--- config.mk ---
export PLATFORM = sky130hd
export DESIGN_NAME = twmc_top
export DESIGN_NICKNAME = d
export VERILOG_FILES = /design/src/twmc_top.v /design/src/twmc_chan.v
export VERILOG_INCLUDE_DIRS = /design/src
export SDC_FILE = /design/constraint.sdc
export NUM_CORES = 1
export LEC_CHECK = 0
export BUFFER_PORTS_ARGS = -buffer_cell sky130_fd_sc_hd__buf_2
export CAP_MARGIN = 20
export CORE_MARGIN = 5
export CORE_UTILIZATION = 60
export CTS_CLUSTER_SIZE = 40
export DETAILED_ROUTE_END_ITERATION = 10
export GPL_TIMING_DRIVEN = 0
export PLACE_DENSITY = 0.81
export SETUP_SLACK_MARGIN = 0.15
export SLEW_MARGIN = 5
export SYNTH_ARGS = -nofsm -noshare
export SYNTH_HDL_FRONTEND = slang
export SYNTH_SLANG_ARGS = --single-unit
--- constraint.sdc ---
create_clock -name clk -period 4.8 [get_ports clk]
set_clock_uncertainty 0.1 [all_clocks]
set_input_delay 1.44 -clock clk [delete_from_list [all_inputs] [get_ports clk]]
set_output_delay 1.44 -clock clk [all_outputs]
set_load 0.01 [all_outputs]
--- src/twmc_regs.vh ---
// Register map, field positions, reset values and fixed TOP values of the
// 16-bit timer waveform and compare-output control block.
// Assumes a 32-bit Avalon-MM slave with byte addresses, one register per word.
// Functional notes
// - Single clock; tick is only an enable
// - Frequency-correct mode: load and overflow at BOTTOM
// - Nonzero output mode takes the pin, toggle code only where allowed
// - Pin driven only when direction is output
// - Non-PWM codes: off, toggle, clear, set
// - Fast PWM: 10 non-inverting, 11 inverting
// - Fast PWM toggle only on A, mode 15
// - Fast PWM: match at TOP ignored by codes 10 and 11
// - Dual slope: 10 clear up, set down
// - Dual slope toggle on A, mode 9 only
// - Force strobes ignored in PWM modes
// - Force strobe applies match action at once
// - Force sets no flag, clears no counter
// - Force strobe bits always read zero
// - Mode is four bits over two registers
// - Normal and clear-on-match modes, overflow at MAX
// - Phase-correct modes: load TOP, overflow BOTTOM
// - Fast PWM: load BOTTOM, overflow at TOP
// - Frequency-correct modes 8 and 9
// - Dual slope: BOTTOM or TOP compare holds level for codes 10 and 11
// - Dual slope counts up, turns at TOP, down
`ifndef TWMC_REGS_VH
`define TWMC_REGS_VH

// Byte offsets
`define TWMC_OFS_CTRL_A     8'h00
`define TWMC_OFS_CTRL_B     8'h04
`define TWMC_OFS_COUNT      8'h08
`define TWMC_OFS_CMP_A      8'h0C
`define TWMC_OFS_CMP_B      8'h10
`define TWMC_OFS_CAPTURE    8'h14
`define TWMC_OFS_FLAGS      8'h18

// Control A fields
`define TWMC_OMODE_A_HI     7
`define TWMC_OMODE_A_LO     6
`define TWMC_OMODE_B_HI     5
`define TWMC_OMODE_B_LO     4
`define TWMC_FORCE_A        3
`define TWMC_FORCE_B        2
`define TWMC_WMODE_LOW_HI   1
`define TWMC_WMODE_LOW_LO   0
// Control B fields
`define TWMC_WMODE_HIGH_HI  4
`define TWMC_WMODE_HIGH_LO  3
// Flag fields
`define TWMC_FLAG_OVF       0
`define TWMC_FLAG_MATCH_A   1
`define TWMC_FLAG_MATCH_B   2

// Reset values
`define TWMC_RST_CTRL_A     8'h00
`define TWMC_RST_CTRL_B     2'h0
`define TWMC_RST_WORD       16'h0000

// Fixed TOP values
`define TWMC_TOP_MAX        16'hFFFF
`define TWMC_TOP_8BIT       16'h00FF
`define TWMC_TOP_9BIT       16'h01FF
`define TWMC_TOP_10BIT      16'h03FF
`define TWMC_BOTTOM         16'h0000

`endif

--- src/twmc_top.v ---
// Timer/counter waveform generator with two compare channels and its
// Avalon-MM register slave.
// Assumes the timer tick and the port direction bits come from logic on clk.
//
// Our own choices: the Avalon-MM register port and the register addresses.
`include "twmc_regs.vh"

module twmc_top (
    // Clock and reset
    input  wire        clk,
    input  wire        rst_n,
    // Avalon-MM slave
    input  wire [7:0]  avs_address,
    input  wire        avs_read,
    input  wire        avs_write,
    input  wire [31:0] avs_writedata,
    input  wire [3:0]  avs_byteenable,
    output reg  [31:0] avs_readdata,
    output reg         avs_waitrequest,
    // Timer tick and port direction
    input  wire        timerTick,
    input  wire        dirOutA,
    input  wire        dirOutB,
    // Compare outputs
    output wire        compareOutA,
    output wire        compareOutAEn,
    output wire        overrideA,
    output wire        compareOutB,
    output wire        compareOutBEn,
    output wire        overrideB,
    // Status
    output reg  [2:0]  matchFlags
);

    // Mode classes
    localparam CLS_NONE  = 3'b000;
    localparam CLS_NPWM  = 3'b001;
    localparam CLS_FAST  = 3'b010;
    localparam CLS_DUAL  = 3'b100;

    // Bus handshake states
    localparam BUS_IDLE  = 2'b01;
    localparam BUS_ACK   = 2'b10;

    // Registers
    reg  [7:0]  ctrlA_q;
    reg  [1:0]  ctrlB_q;
    reg  [15:0] count_q;
    reg  [15:0] cmpA_q;
    reg  [15:0] cmpABuf_q;
    reg  [15:0] cmpB_q;
    reg  [15:0] cmpBBuf_q;
    reg  [15:0] capture_q;
    reg         countDown_q;
    reg         blockMatch_q;
    reg  [1:0]  busState_q;
    reg  [1:0]  forceNow_q;

    // Decoded mode and counter conditions
    wire [3:0]  waveformModeSel;
    wire [2:0]  modeCls;
    wire [15:0] topValue;
    wire        atTop;
    wire        atBottom;
    wire        updAtTop;
    wire        updAtBottom;
    wire        immUpdate;
    wire        ovfEv;
    wire        loadEv;
    wire        wrapEv;
    wire        matchA;
    wire        matchB;
    wire        toggleA;
    wire        busDone;
    wire        wrAcc;
    wire        rdAcc;
    reg  [15:0] count_d;
    reg         countDown_d;
    reg  [31:0] readData_d;

    // Class of a mode: non-PWM, fast single slope, dual slope, or none for reserved mode 13
    function [2:0] modeClass;
        input [3:0] m;
        begin
            case (m)
                4'h0, 4'h4, 4'hC:                      modeClass = CLS_NPWM;
                4'h5, 4'h6, 4'h7, 4'hE, 4'hF:          modeClass = CLS_FAST;
                4'h1, 4'h2, 4'h3, 4'h8, 4'h9, 4'hA, 4'hB: modeClass = CLS_DUAL;
                default:                               modeClass = CLS_NONE;
            endcase
        end
    endfunction

    // TOP value of a mode
    function [15:0] modeTop;
        input [3:0]  m;
        input [15:0] regA;
        input [15:0] regCap;
        begin
            case (m)
                4'h1, 4'h5:             modeTop = `TWMC_TOP_8BIT;
                4'h2, 4'h6:             modeTop = `TWMC_TOP_9BIT;
                4'h3, 4'h7:             modeTop = `TWMC_TOP_10BIT;
                4'h4, 4'h9, 4'hB, 4'hF: modeTop = regA;
                4'h8, 4'hA, 4'hC, 4'hE: modeTop = regCap;
                default:                modeTop = `TWMC_TOP_MAX;
            endcase
        end
    endfunction

    // Byte-lane merge of a 16-bit register
    function [15:0] laneMerge;
        input [15:0] old;
        input [31:0] wd;
        input [3:0]  be;
        begin
            laneMerge = {be[1] ? wd[15:8] : old[15:8], be[0] ? wd[7:0] : old[7:0]};
        end
    endfunction

    // Mode is two low bits of control A and two bits of control B
    assign waveformModeSel = {ctrlB_q, ctrlA_q[`TWMC_WMODE_LOW_HI:`TWMC_WMODE_LOW_LO]};
    assign modeCls  = modeClass(waveformModeSel);
    assign topValue = modeTop(waveformModeSel, cmpA_q, capture_q);
    assign atTop    = (count_q >= topValue);
    assign atBottom = (count_q == `TWMC_BOTTOM);

    // Update points of the compare buffers
    assign immUpdate   = modeCls[0];
    assign updAtTop    = (waveformModeSel == 4'h1) || (waveformModeSel == 4'h2) ||
                         (waveformModeSel == 4'h3) || (waveformModeSel == 4'hA) ||
                         (waveformModeSel == 4'hB);
    assign updAtBottom = modeCls[1] || (waveformModeSel == 4'h8) || (waveformModeSel == 4'h9);

    // Counter events, all qualified by the tick
    assign wrapEv = timerTick && (modeCls[0] || modeCls[1]) && atTop;
    assign ovfEv  = timerTick && (
                        (modeCls[0] && (count_q == `TWMC_TOP_MAX)) ||
                        (modeCls[1] && atTop) ||
                        (modeCls[2] && countDown_q && atBottom));
    assign loadEv = timerTick && (
                        (updAtTop && !countDown_q && atTop) ||
                        (updAtBottom && modeCls[1] && atTop) ||
                        (updAtBottom && modeCls[2] && countDown_q && atBottom));
    assign matchA = timerTick && !blockMatch_q && (count_q == cmpA_q);
    assign matchB = timerTick && !blockMatch_q && (count_q == cmpB_q);
    assign toggleA = (waveformModeSel == 4'hF) ||
                     (waveformModeSel == 4'h9);

    // Bus access strobes: writes act at the edge where waitrequest is sampled low, reads capture data one edge earlier
    assign busDone = (busState_q == BUS_ACK);
    assign wrAcc   = avs_write && busDone;
    assign rdAcc   = avs_read && !busDone;

    // Next count value and direction
    always @* begin
        count_d     = count_q;
        countDown_d = countDown_q;
        if (timerTick) begin
            if (modeCls[2]) begin
                if (!countDown_q && atTop) begin
                    countDown_d = 1'b1;
                    count_d     = count_q - 16'h0001;
                end else if (countDown_q && atBottom) begin
                    countDown_d = 1'b0;
                    count_d     = count_q + 16'h0001;
                end else if (countDown_q) begin
                    count_d = count_q - 16'h0001;
                end else begin
                    count_d = count_q + 16'h0001;
                end
            end else if (wrapEv) begin
                countDown_d = 1'b0;
                count_d     = `TWMC_BOTTOM;
            end else if (modeCls != CLS_NONE) begin
                countDown_d = 1'b0;
                count_d     = count_q + 16'h0001;
            end
        end
    end

    // Read mux, strobe bits always zero
    always @* begin
        readData_d = 32'h0000_0000;
        case (avs_address)
            `TWMC_OFS_CTRL_A:  readData_d[7:0] = {ctrlA_q[7:4], 2'b00, ctrlA_q[1:0]};
            `TWMC_OFS_CTRL_B:  readData_d[`TWMC_WMODE_HIGH_HI:`TWMC_WMODE_HIGH_LO] = ctrlB_q;
            `TWMC_OFS_COUNT:   readData_d[15:0] = count_q;
            `TWMC_OFS_CMP_A:   readData_d[15:0] = cmpABuf_q;
            `TWMC_OFS_CMP_B:   readData_d[15:0] = cmpBBuf_q;
            `TWMC_OFS_CAPTURE: readData_d[15:0] = capture_q;
            `TWMC_OFS_FLAGS:   readData_d[2:0]  = matchFlags;
            default:           readData_d = 32'h0000_0000;
        endcase
    end

    // Bus handshake: one wait cycle, then waitrequest low for one cycle
    always @(posedge clk or negedge rst_n) begin
        if (!rst_n) begin
            busState_q      <= BUS_IDLE;
            avs_waitrequest <= 1'b1;
            avs_readdata    <= 32'h0000_0000;
        end else begin
            case (busState_q)
                BUS_IDLE: begin
                    if (avs_read || avs_write) begin
                        busState_q      <= BUS_ACK;
                        avs_waitrequest <= 1'b0;
                    end
                end
                BUS_ACK: begin
                    busState_q      <= BUS_IDLE;
                    avs_waitrequest <= 1'b1;
                end
                default: begin
                    busState_q      <= BUS_IDLE;
                    avs_waitrequest <= 1'b1;
                end
            endcase
            if (rdAcc)
                avs_readdata <= readData_d;
        end
    end

    // Control registers and force strobes
    always @(posedge clk or negedge rst_n) begin
        if (!rst_n) begin
            ctrlA_q    <= `TWMC_RST_CTRL_A;
            ctrlB_q    <= `TWMC_RST_CTRL_B;
            forceNow_q <= 2'b00;
        end else begin
            forceNow_q <= 2'b00;
            if (wrAcc && avs_byteenable[0] && (avs_address == `TWMC_OFS_CTRL_A)) begin
                ctrlA_q <= {avs_writedata[7:4], 2'b00, avs_writedata[1:0]};
                // Strobes act only in non-PWM modes, judged by the mode being written
                if (modeClass({ctrlB_q, avs_writedata[1:0]}) == CLS_NPWM)
                    forceNow_q <= {avs_writedata[`TWMC_FORCE_A], avs_writedata[`TWMC_FORCE_B]};
            end
            if (wrAcc && avs_byteenable[0] && (avs_address == `TWMC_OFS_CTRL_B))
                ctrlB_q <= avs_writedata[`TWMC_WMODE_HIGH_HI:`TWMC_WMODE_HIGH_LO];
        end
    end

    // Counter, direction and match blocking after a software count write
    always @(posedge clk or negedge rst_n) begin
        if (!rst_n) begin
            count_q      <= `TWMC_RST_WORD;
            countDown_q  <= 1'b0;
            blockMatch_q <= 1'b0;
        end else begin
            if (wrAcc && (avs_address == `TWMC_OFS_COUNT)) begin
                count_q      <= laneMerge(count_q, avs_writedata, avs_byteenable);
                blockMatch_q <= 1'b1;
            end else begin
                count_q     <= count_d;
                countDown_q <= countDown_d;
                if (timerTick)
                    blockMatch_q <= 1'b0;
            end
        end
    end

    // Compare buffers and active compare values, capture register
    always @(posedge clk or negedge rst_n) begin
        if (!rst_n) begin
            cmpA_q    <= `TWMC_RST_WORD;
            cmpABuf_q <= `TWMC_RST_WORD;
            cmpB_q    <= `TWMC_RST_WORD;
            cmpBBuf_q <= `TWMC_RST_WORD;
            capture_q <= `TWMC_RST_WORD;
        end else begin
            if (wrAcc && (avs_address == `TWMC_OFS_CMP_A)) begin
                cmpABuf_q <= laneMerge(cmpABuf_q, avs_writedata, avs_byteenable);
                if (immUpdate)
                    cmpA_q <= laneMerge(cmpABuf_q, avs_writedata, avs_byteenable);
            end else if (loadEv || immUpdate) begin
                cmpA_q <= cmpABuf_q;
            end
            if (wrAcc && (avs_address == `TWMC_OFS_CMP_B)) begin
                cmpBBuf_q <= laneMerge(cmpBBuf_q, avs_writedata, avs_byteenable);
                if (immUpdate)
                    cmpB_q <= laneMerge(cmpBBuf_q, avs_writedata, avs_byteenable);
            end else if (loadEv || immUpdate) begin
                cmpB_q <= cmpBBuf_q;
            end
            if (wrAcc && (avs_address == `TWMC_OFS_CAPTURE))
                capture_q <= laneMerge(capture_q, avs_writedata, avs_byteenable);
        end
    end

    // Sticky flags: write one to clear, a new event wins over the clear
    always @(posedge clk or negedge rst_n) begin
        if (!rst_n) begin
            matchFlags <= 3'b000;
        end else begin
            if (wrAcc && avs_byteenable[0] && (avs_address == `TWMC_OFS_FLAGS))
                matchFlags <= (matchFlags & ~avs_writedata[2:0]) |
                              {matchB, matchA, ovfEv};
            else
                matchFlags <= matchFlags | {matchB, matchA, ovfEv};
        end
    end

    // Channel A, toggle allowed in modes 9 and 15 (mode 14 is fast PWM)
    twmc_chan uChanA (
        .clk         (clk),
        .rst_n       (rst_n),
        .tick        (timerTick),
        .matchEv     (matchA),
        .bottomEv    (wrapEv),
        .countUp     (!countDown_q),
        .nonPwm      (modeCls[0]),
        .fastPwm     (modeCls[1]),
        .dualPwm     (modeCls[2]),
        .toggleOk    (toggleA),
        .cmpIsTop    (cmpA_q == topValue),
        .cmpIsZero   (cmpA_q == `TWMC_BOTTOM),
        .outMode     (ctrlA_q[`TWMC_OMODE_A_HI:`TWMC_OMODE_A_LO]),
        .forceStrobe (forceNow_q[1]),
        .dirOut      (dirOutA),
        .pinLevel_q  (compareOutA),
        .pinEnable_q (compareOutAEn),
        .override_q  (overrideA)
    );

    // Channel B, toggle never allowed in PWM modes
    twmc_chan uChanB (
        .clk         (clk),
        .rst_n       (rst_n),
        .tick        (timerTick),
        .matchEv     (matchB),
        .bottomEv    (wrapEv),
        .countUp     (!countDown_q),
        .nonPwm      (modeCls[0]),
        .fastPwm     (modeCls[1]),
        .dualPwm     (modeCls[2]),
        .toggleOk    (1'b0),
        .cmpIsTop    (cmpB_q == topValue),
        .cmpIsZero   (cmpB_q == `TWMC_BOTTOM),
        .outMode     (ctrlA_q[`TWMC_OMODE_B_HI:`TWMC_OMODE_B_LO]),
        .forceStrobe (forceNow_q[0]),
        .dirOut      (dirOutB),
        .pinLevel_q  (compareOutB),
        .pinEnable_q (compareOutBEn),
        .override_q  (overrideB)
    );

endmodule // twmc_top

--- src/twmc_chan.v ---
// One compare-output channel: the output level and the pin override.
// Assumes events from the counter arrive on the same clock, already
// qualified by the timer tick.
module twmc_chan (
    // Clock and reset
    input  wire       clk,
    input  wire       rst_n,
    // Counter events
    input  wire       tick,
    input  wire       matchEv,
    input  wire       bottomEv,
    input  wire       countUp,
    // Mode class
    input  wire       nonPwm,
    input  wire       fastPwm,
    input  wire       dualPwm,
    input  wire       toggleOk,
    input  wire       cmpIsTop,
    input  wire       cmpIsZero,
    // Control
    input  wire [1:0] outMode,
    input  wire       forceStrobe,
    input  wire       dirOut,
    // Pin side
    output reg        pinLevel_q,
    output reg        pinEnable_q,
    output reg        override_q
);

    wire connected;
    reg  pinLevel_d;

    // Toggle code only connects where allowed in PWM modes
    assign connected = (outMode == 2'b01) ? (nonPwm | toggleOk) : (outMode != 2'b00);

    // Next output level
    always @* begin
        pinLevel_d = pinLevel_q;
        if (nonPwm) begin
            if (forceStrobe || (tick && matchEv)) begin
                case (outMode)
                    2'b01:   pinLevel_d = ~pinLevel_q;
                    2'b10:   pinLevel_d = 1'b0;
                    2'b11:   pinLevel_d = 1'b1;
                    default: pinLevel_d = pinLevel_q;
                endcase
            end
        end else if (fastPwm && tick) begin
            if (outMode[1]) begin
                if (bottomEv)
                    pinLevel_d = ~outMode[0];
                else if (matchEv && !cmpIsTop)
                    pinLevel_d = outMode[0];
            end else if (outMode[0] && toggleOk && matchEv) begin
                pinLevel_d = ~pinLevel_q;
            end
        end else if (dualPwm && tick) begin
            if (outMode[1]) begin
                if (cmpIsZero)
                    pinLevel_d = outMode[0];
                else if (cmpIsTop)
                    pinLevel_d = ~outMode[0];
                else if (matchEv)
                    pinLevel_d = countUp ? outMode[0] : ~outMode[0];
            end else if (outMode[0] && toggleOk && matchEv) begin
                pinLevel_d = ~pinLevel_q;
            end
        end
    end

    // Output level, override and driver enable
    always @(posedge clk or negedge rst_n) begin
        if (!rst_n) begin
            pinLevel_q  <= 1'b0;
            pinEnable_q <= 1'b0;
            override_q  <= 1'b0;
        end else begin
            pinLevel_q  <= pinLevel_d;
            override_q  <= connected;
            pinEnable_q <= connected & dirOut;
        end
    end

endmodule // twmc_chan

**After elaboration in Yosys (flattened, before gate mapping)**

Memories as Yosys holds them, arrays and structs flattened.
Index checks and enable logic that the tools add are counted.

- Memories: 2
- Bits in read-only memories: 96
- Word-level logic and storage cells: 245
- Input port bits: 51
- Bits in registers: 136

- $lt $le $gt $ge: 1
- Bitwise operators: 12
- $add $sub $neg: 2
- Mux-type cells: 69
- Equal/unequal tests: 49
- Reductions and logical operators: 87

Memories:

| name | depth | width | read ports | clocked after Yosys merged registers in | write ports | line | source |
|---|---|---|---|---|---|---|---|
| (no name shown) | 16 | 3 | 1 | 0 | 0 | twmc_top.v:85 | `case (m)` |
| (no name shown) | 16 | 3 | 1 | 0 | 0 | twmc_top.v:85 |  |

Operators by type and width:

| cell | number |
|---|---|
| two-way mux 16 bit | 14 |
| one-hot mux 16 bit (5 select lines) | 1 |
| equality test 16 bit | 4 |
| zero test 16 bit | 3 |
| two-way mux 8 bit | 6 |
| logical AND 1 bit | 38 |
| two-way mux 1 bit | 36 |
| one-hot mux 8 bit (4 select lines) | 1 |
| equality test 4 bit, second input constant | 7 |
| equality test 8 x 5 -> 1 bit, second input constant | 3 |
| one-hot mux 3 bit (6 select lines) | 1 |
| adder 16 x 1 -> 16 bit, second input constant | 1 |
| equality test 16 bit, second input constant | 1 |
| equality test 4 x 3 -> 1 bit, second input constant | 4 |
| equality test 8 x 4 -> 1 bit, second input constant | 2 |
| >= comparator 16 bit | 1 |
| logical OR 1 bit | 16 |
| subtractor 16 x 1 -> 16 bit, second input constant | 1 |
| one-hot mux 3 bit (5 select lines) | 1 |
| one-hot mux 2 bit (6 select lines) | 1 |
| equality test 2 bit, second input constant | 5 |
| != test 2 bit, second input constant | 5 |
| nonzero test 2 bit | 5 |
| nonzero test 3 bit | 3 |
| 32 further kinds | 60 |

**Longest topological paths before layout**

- Word-level depth: 13
- Mapped depth: 16
- Depth with buffers taken out: 13

**Cells and area by module**

From an unflattened synthesis, not the netlist that was laid out.

- Cells, all modules: 890
- Area total of the unflattened synthesis: 8664.6 µm²

By module, submodules not included:

| module | cells an instance | area each (µm²) | instances |
|---|---|---|---|
| twmc_top | 830 | 8161.6 | 1 |
| twmc_chan | 30 | 251.5 | 2 |

**Least setup slack after synthesis**

OpenSTA, ideal clock, no wires.

- Path kind: reg2reg
- Start: register ctrlB_q[1]
- End: register count_q[5]
- Data arrival time: 3.697 ns
- Required time: 4.581 ns
- Setup time: 0.119 ns
- Path buffers: 5
- Cell stages (with the launch flop): 16
- Path slack: 0.884 ns
- Cell sequence: dfrtp_1 -> clkbuf_1 -> clkbuf_1 -> buf_2 -> buf_1 -> a21o_1 -> ha_1 -> a2111oi_0 -> nor3_1 -> a211oi_2 -> o21ai_1 -> and2_1 -> buf_2 -> mux2_1 -> o31a_1 -> o21a_1

- Word-level cells in the longest chain between the ends: 9

RTL lines:

| element | line | source |
|---|---|---|
| from (decl) | twmc_top.v:47 | `reg [1:0] ctrlB_q;` |
| from (signal assigned) | twmc_top.v:229 | `` ctrlB_q <= `TWMC_RST_CTRL_B; `` |
| from (signal assigned) | twmc_top.v:240 | `` ctrlB_q <= avs_writedata[`TWMC_WMODE_HIGH_HI:`TWMC_WMODE_HIGH_LO]; `` |
| equality test 4 bit, or another cell as far along | twmc_top.v:100 | `case (m)` |
| OR reduction 4 bit or OR reduction 2 bit (tied branches) | twmc_top.v:100 |  |
| one-hot mux 16 bit (5 select lines) | twmc_top.v:100 |  |
| >= comparator 16 bit | twmc_top.v:125 | `assign atTop = (count_q >= topValue);` |
| logical AND 1 bit (on tied branches) | twmc_top.v:136, twmc_top.v:161 |  |
| two-way mux 16 bit (on tied branches) | twmc_top.v:172, twmc_top.v:161 |  |
| two-way mux 16 bit | twmc_top.v:160 | `if (modeCls[2]) begin` |
| two-way mux 16 bit | twmc_top.v:159 | `if (timerTick) begin` |
| two-way mux 16 bit | twmc_top.v:251 | `` if (wrAcc && (avs_address == `TWMC_OFS_COUNT)) begin `` |
| to (signal assigned) | twmc_top.v:247 | `` count_q <= `TWMC_RST_WORD; `` |
| to (signal assigned) | twmc_top.v:252 | `count_q <= laneMerge(count_q, avs_writedata, avs_byteenable);` |
| to (signal assigned) | twmc_top.v:255 | `count_q <= count_d;` |
| to (decl) | twmc_top.v:48 | `reg [15:0] count_q;` |

Several ways; a longest one is shown, not always the timed one. The select of a mux whose other input is x is not followed.
A chain may end at the register's enable or synchronous reset.

**Final worst setup path**

- Start: register ctrlB_q[1]
- End: register cmpA_q[13]

- Word-level cells in the longest chain between the ends: 13

RTL lines:

| element | line | source |
|---|---|---|
| parallel branches: the longest is 12 deep, another holds >= comparator 16 bit | -- |  |
| AND reduction 2 bit (no source line) * | -- |  |
| to (signal assigned) | twmc_top.v:266 | `` cmpA_q <= `TWMC_RST_WORD; `` |
| to (signal assigned) | twmc_top.v:275 | `cmpA_q <= laneMerge(cmpABuf_q, avs_writedata, avs_byteenable);` |
| to (signal assigned) | twmc_top.v:277 | `cmpA_q <= cmpABuf_q;` |
| to (decl) | twmc_top.v:49 | `reg [15:0] cmpA_q;` |

Every way passes the cells marked *.

==> flow_summary_export.csv <==
group,metric,value,unit
power_and_ir_drop,intPower,0.00213,W
floorplan,initial_core_util,61.1,%
grt,grt-ovfl-total,0,
setup_path,rr_worst_depth,13,
power_and_ir_drop,sequentialPowerShare,40.3,%
synthesis,syn_area,9290,um^2
grt,grt_start_max_net_pins,78,
setup_path,startpoint,"ctrlB_q[1]$_DFFE_PN0P_",
setup_path,ff2ff_setup_slack,0.39,ns
cells_and_area,regArea,3380,um^2
cells_and_area,n_fill_cell,1191,
floorplan,io_pins,93,
power_and_ir_drop,p_sw_share,30.5,%
setup_path,crit_path_end,"cmpA_q[13]$_DFFE_PN0P_",
sta,finalSetupTns,0,ns
floorplan,chipHeight,134,um
floorplan,dieArea,18100,um^2
grt,gr-usage-all-layers,37.0,%
run,cap_viol_max_count,0,
setup_path,crit_arrival,4.62,ns
synthesis,ys_top_cells_by_area,"dfrtp_1 36%, mux2_2 6.9%, mux2_1 3.9%",
cts,clockBufferDepth,2,
power_and_ir_drop,ir_drop,290,uV
synthesis,ys_seq_area_share,36.4,%
setup_path,worst_setup_path_start_kind,"flop",
power_and_ir_drop,total_power,0.00307,W
cts,post_cts_buffers,0,
sta,fmax,0.227,GHz
power_and_ir_drop,clkPwrFrac,43.3,%
sta,fin_crit_sh,92.0,%
place,hpwl,24200,um
route,drt_first_iter_violations,1203,
synthesis,synth_cell_type_count,83,
synthesis,netlist_instances,971,
place,gp_congestion,1.04,
synthesis,synth_area_leader_cell,"dfrtp_1",
setup_path,critPathRequiredTime,5.00,ns
cells_and_area,drive_gt1_share,19.7,%
route,drc,0,
setup_path,crit_fanout,19,
route,vias_per_cell,7.05,
cells_and_area,nets,1140,
synthesis,synth_warnings,0,
power_and_ir_drop,power.leakage,4.97,nW
grt,grt_pass1_vias,8469,
place,place_inst,1234,
grt,grt_pass1_wl,50700,um
setup_path,r2r_start,"ctrlB_q[1]$_DFFE_PN0P_",
sta,rsz0062_at_grt,"false",
run_status,status,"finished clean",
synthesis,synth.ff_latch_count,135,
route,routed_wl,33200,um
sta,setup_viol,0,
setup_path,reg2reg_to,"cmpA_q[13]$_DFFE_PN0P_",
route,ant_nets,0,
cts,cts-root-buf,"clkbuf_16",
cts,cts_tree,"built",
synthesis,synth_ff_type,"dfrtp_1",
cells_and_area,antenna_cells,0,
route,firstDrtPassIters,5,
floorplan,rows,45,
cts,numCtsBuffers,17,
power_and_ir_drop,power_density,291,nW/um^2
cells_and_area,multi_input_area,5500,um^2
synthesis,yosysMostFrequentCell,"dfrtp_1",
synthesis,synth_edf_count,0,
floorplan,coreArea,15200,um^2
cts,clkSlewWorstSetupHoldPaths,0.06,ns
synthesis,ys_async_sr_fraction,100,%
power_and_ir_drop,pwr-share-comb,16.5,%
setup_path,end_kind,"flop",
synthesis,synth_common_cells,"134 x dfrtp_1, 57 x mux2_2, 52 x nand2_1",
route,routed-via-count,8916,
sta,tightestPinTransition,1.01,ns
cells_and_area,final_cell_count_no_fill,1264,
cts,htree_levels,4,
sta,relSlewSlack,31.9,%
cts,worstSkewPairLatency,0.44,ns
floorplan,die_width,134,um
sta,drv_slew,0,
place,io_buffer_count,58,
hold_path,hold_class,"reg2reg",
sta,whs,0.372,ns
cts,cts_sinks,135,
synthesis,synth_area_per_cell,9.57,um^2
sta,hold_viol,0,
grt,antenna_found_initial,0,
synthesis,netlist.area_leader.share,36.1,%
sta,min_period,4.41,ns
setup_path,critPathKind,"reg2reg",
cells_and_area,area_delta_synth_final,13.3,%
power_and_ir_drop,power.net_switching,0.000937,W
route,post_drt_wl_per_cell,26.3,um
==> layer usage <==
metal  track usage [%]  wire, um
met5                 0         0
met4              17.8      1830
met3              7.79      3740
met2              56.2     14500
met1              50.6     13100
==> worst min path at each step <==
stage / slack (ns) / start / depth (start not counted) / end
floorplan: 0.37 / blockMatch_q$_DFFE_PN0P_ / 1 / blockMatch_q$_DFFE_PN0P_
global placement: 0.36 / avs_readdata[6]$_DFFE_PN0P_ / 1 / avs_readdata[6]$_DFFE_PN0P_
detailed placement: 0.36 / avs_readdata[6]$_DFFE_PN0P_ / 1 / avs_readdata[6]$_DFFE_PN0P_
CTS: 0.37 / avs_readdata[6]$_DFFE_PN0P_ / 1 / avs_readdata[6]$_DFFE_PN0P_
global route: 0.41 / avs_readdata[3]$_DFFE_PN0P_ / 1 / avs_readdata[3]$_DFFE_PN0P_
finish: 0.37 / avs_readdata[6]$_DFFE_PN0P_ / 1 / avs_readdata[6]$_DFFE_PN0P_
==> cell type report <==
cell class	count	area share (%)
Clock inverter	13	1.40
Tap cell	188	2.23
Inverter	25	0.891
Timing Repair Buffer	60	3.13
Sequential cell	135	32.1
Buffer	82	3.89
Multi-Input combinational cell	743	52.2
Clock buffer	18	4.17
==> stage by stage <==
| step | util (%) | area, um^2 | setup slack [ns] |
|---|---|---|---|
| 2_1_floorplan | - | 9350 | 0.884 |
| 3_3_place_gp | 65.0 | 9870 | -0.196 |
| 3_5_place_dp | 65.2 | 9920 | -0.114 |
| 6_report | 69.3 | 10500 | 0.386 |
| 4_1_cts | 69.1 | 10500 | 0.197 |
| 5_1_grt | 69.3 | 10500 | 0.141 |
==> timing repair <==
| item | in CTS | in global routing |
|---|---|---|
| endpoints found under the setup margin | 31 | 31 |
| gates resized for setup | 1 | 7 |
| pin swaps | 0 | 0 |
| hold buffers | 0 | 0 |
==> power groups by stage <==
| stage | Clock [W] | Combinational, W | Sequential (W) |
|---|---|---|---|
| global route | 0.00138 | 0.000543 | 0.00124 |
| detailed placement | 0 | 0.000484 | 0.00125 |
| CTS | 0.00132 | 0.000488 | 0.00123 |
| floorplan | 0 | 0.000300 | 0.00124 |
| finish | 0.00133 | 0.000506 | 0.00124 |
| global placement | 0 | 0.000475 | 0.00125 |
==> critical path, stage by stage, from the launching register on <==
cell and delay [ns]:
dfrtp_1 0.37, clkbuf_2 0.26, clkbuf_1 0.36, buf_2 0.42, a21o_1 0.21, ha_1 0.23
a2111oi_0 0.38, nor3_1 0.15, a211oi_4 0.44, nor3_1 0.10, o21ai_1 0.42, o21ai_4 0.22
buf_6 0.26, mux2_1 0.35
==> logic make-up (layout without fill, tap and decap cells) <==
kind of cell | count (synthesis) | count (layout) | share of synthesized area, %
AO/OA/AOI/OAI | 275 | 275 | 21.4
XOR/XNOR | 66 | 66 | 6.22
adder cells (fa/ha/maj) | 25 | 25 | 3.37
buffers and inverters | 108 | 198 | 5.44
flip-flops | 135 | 135 | 36.4
multiplexers | 98 | 98 | 11.8
other | 1 | 16 | 0.0404
AND/OR/NAND/NOR | 263 | 263 | 15.4
==> placed cells by master (no fill, tap or decap), types with 9 or more instances in the layout <==
master	Yosys	final
mux2_2	57	57
xnor2_1	33	33
conb_1	1	16
o211ai_1	10	10
clkbuf_16	0	17
nand2b_1	14	14
nor3_1	25	25
xor2_1	33	33
clkbuf_1	45	44
and2_1	14	14
a22o_1	20	20
a22oi_1	16	16
or3_1	9	9
o21ai_1	18	17
nor2_1	48	48
buf_4	16	16
a221o_1	12	12
nand3_1	22	22
inv_1	24	24
ha_1	25	25
a21oi_1	39	37
a21o_1	15	15
mux2_1	32	32
nand2_1	52	52
a31oi_1	9	9
o21ai_0	35	35
a211oi_1	13	13
buf_2	14	72
mux2i_1	9	9
nor4_1	22	22
dfrtp_1	134	133
o22ai_1	12	12
nand4_1	12	12
==> sequential cells by signal, indices dropped and copies added, names as in the netlist, 2 cells and up <==
register / flops
avs_readdata: 16
busState_q: 2
capture_q: 16
cmpABuf_q: 16
cmpA_q: 16
cmpBBuf_q: 16
cmpB_q: 16
count_q: 16
ctrlA_q: 6
ctrlB_q: 2
forceNow_q: 2
matchFlags: 3
Power figures use the tool's default switching activity.
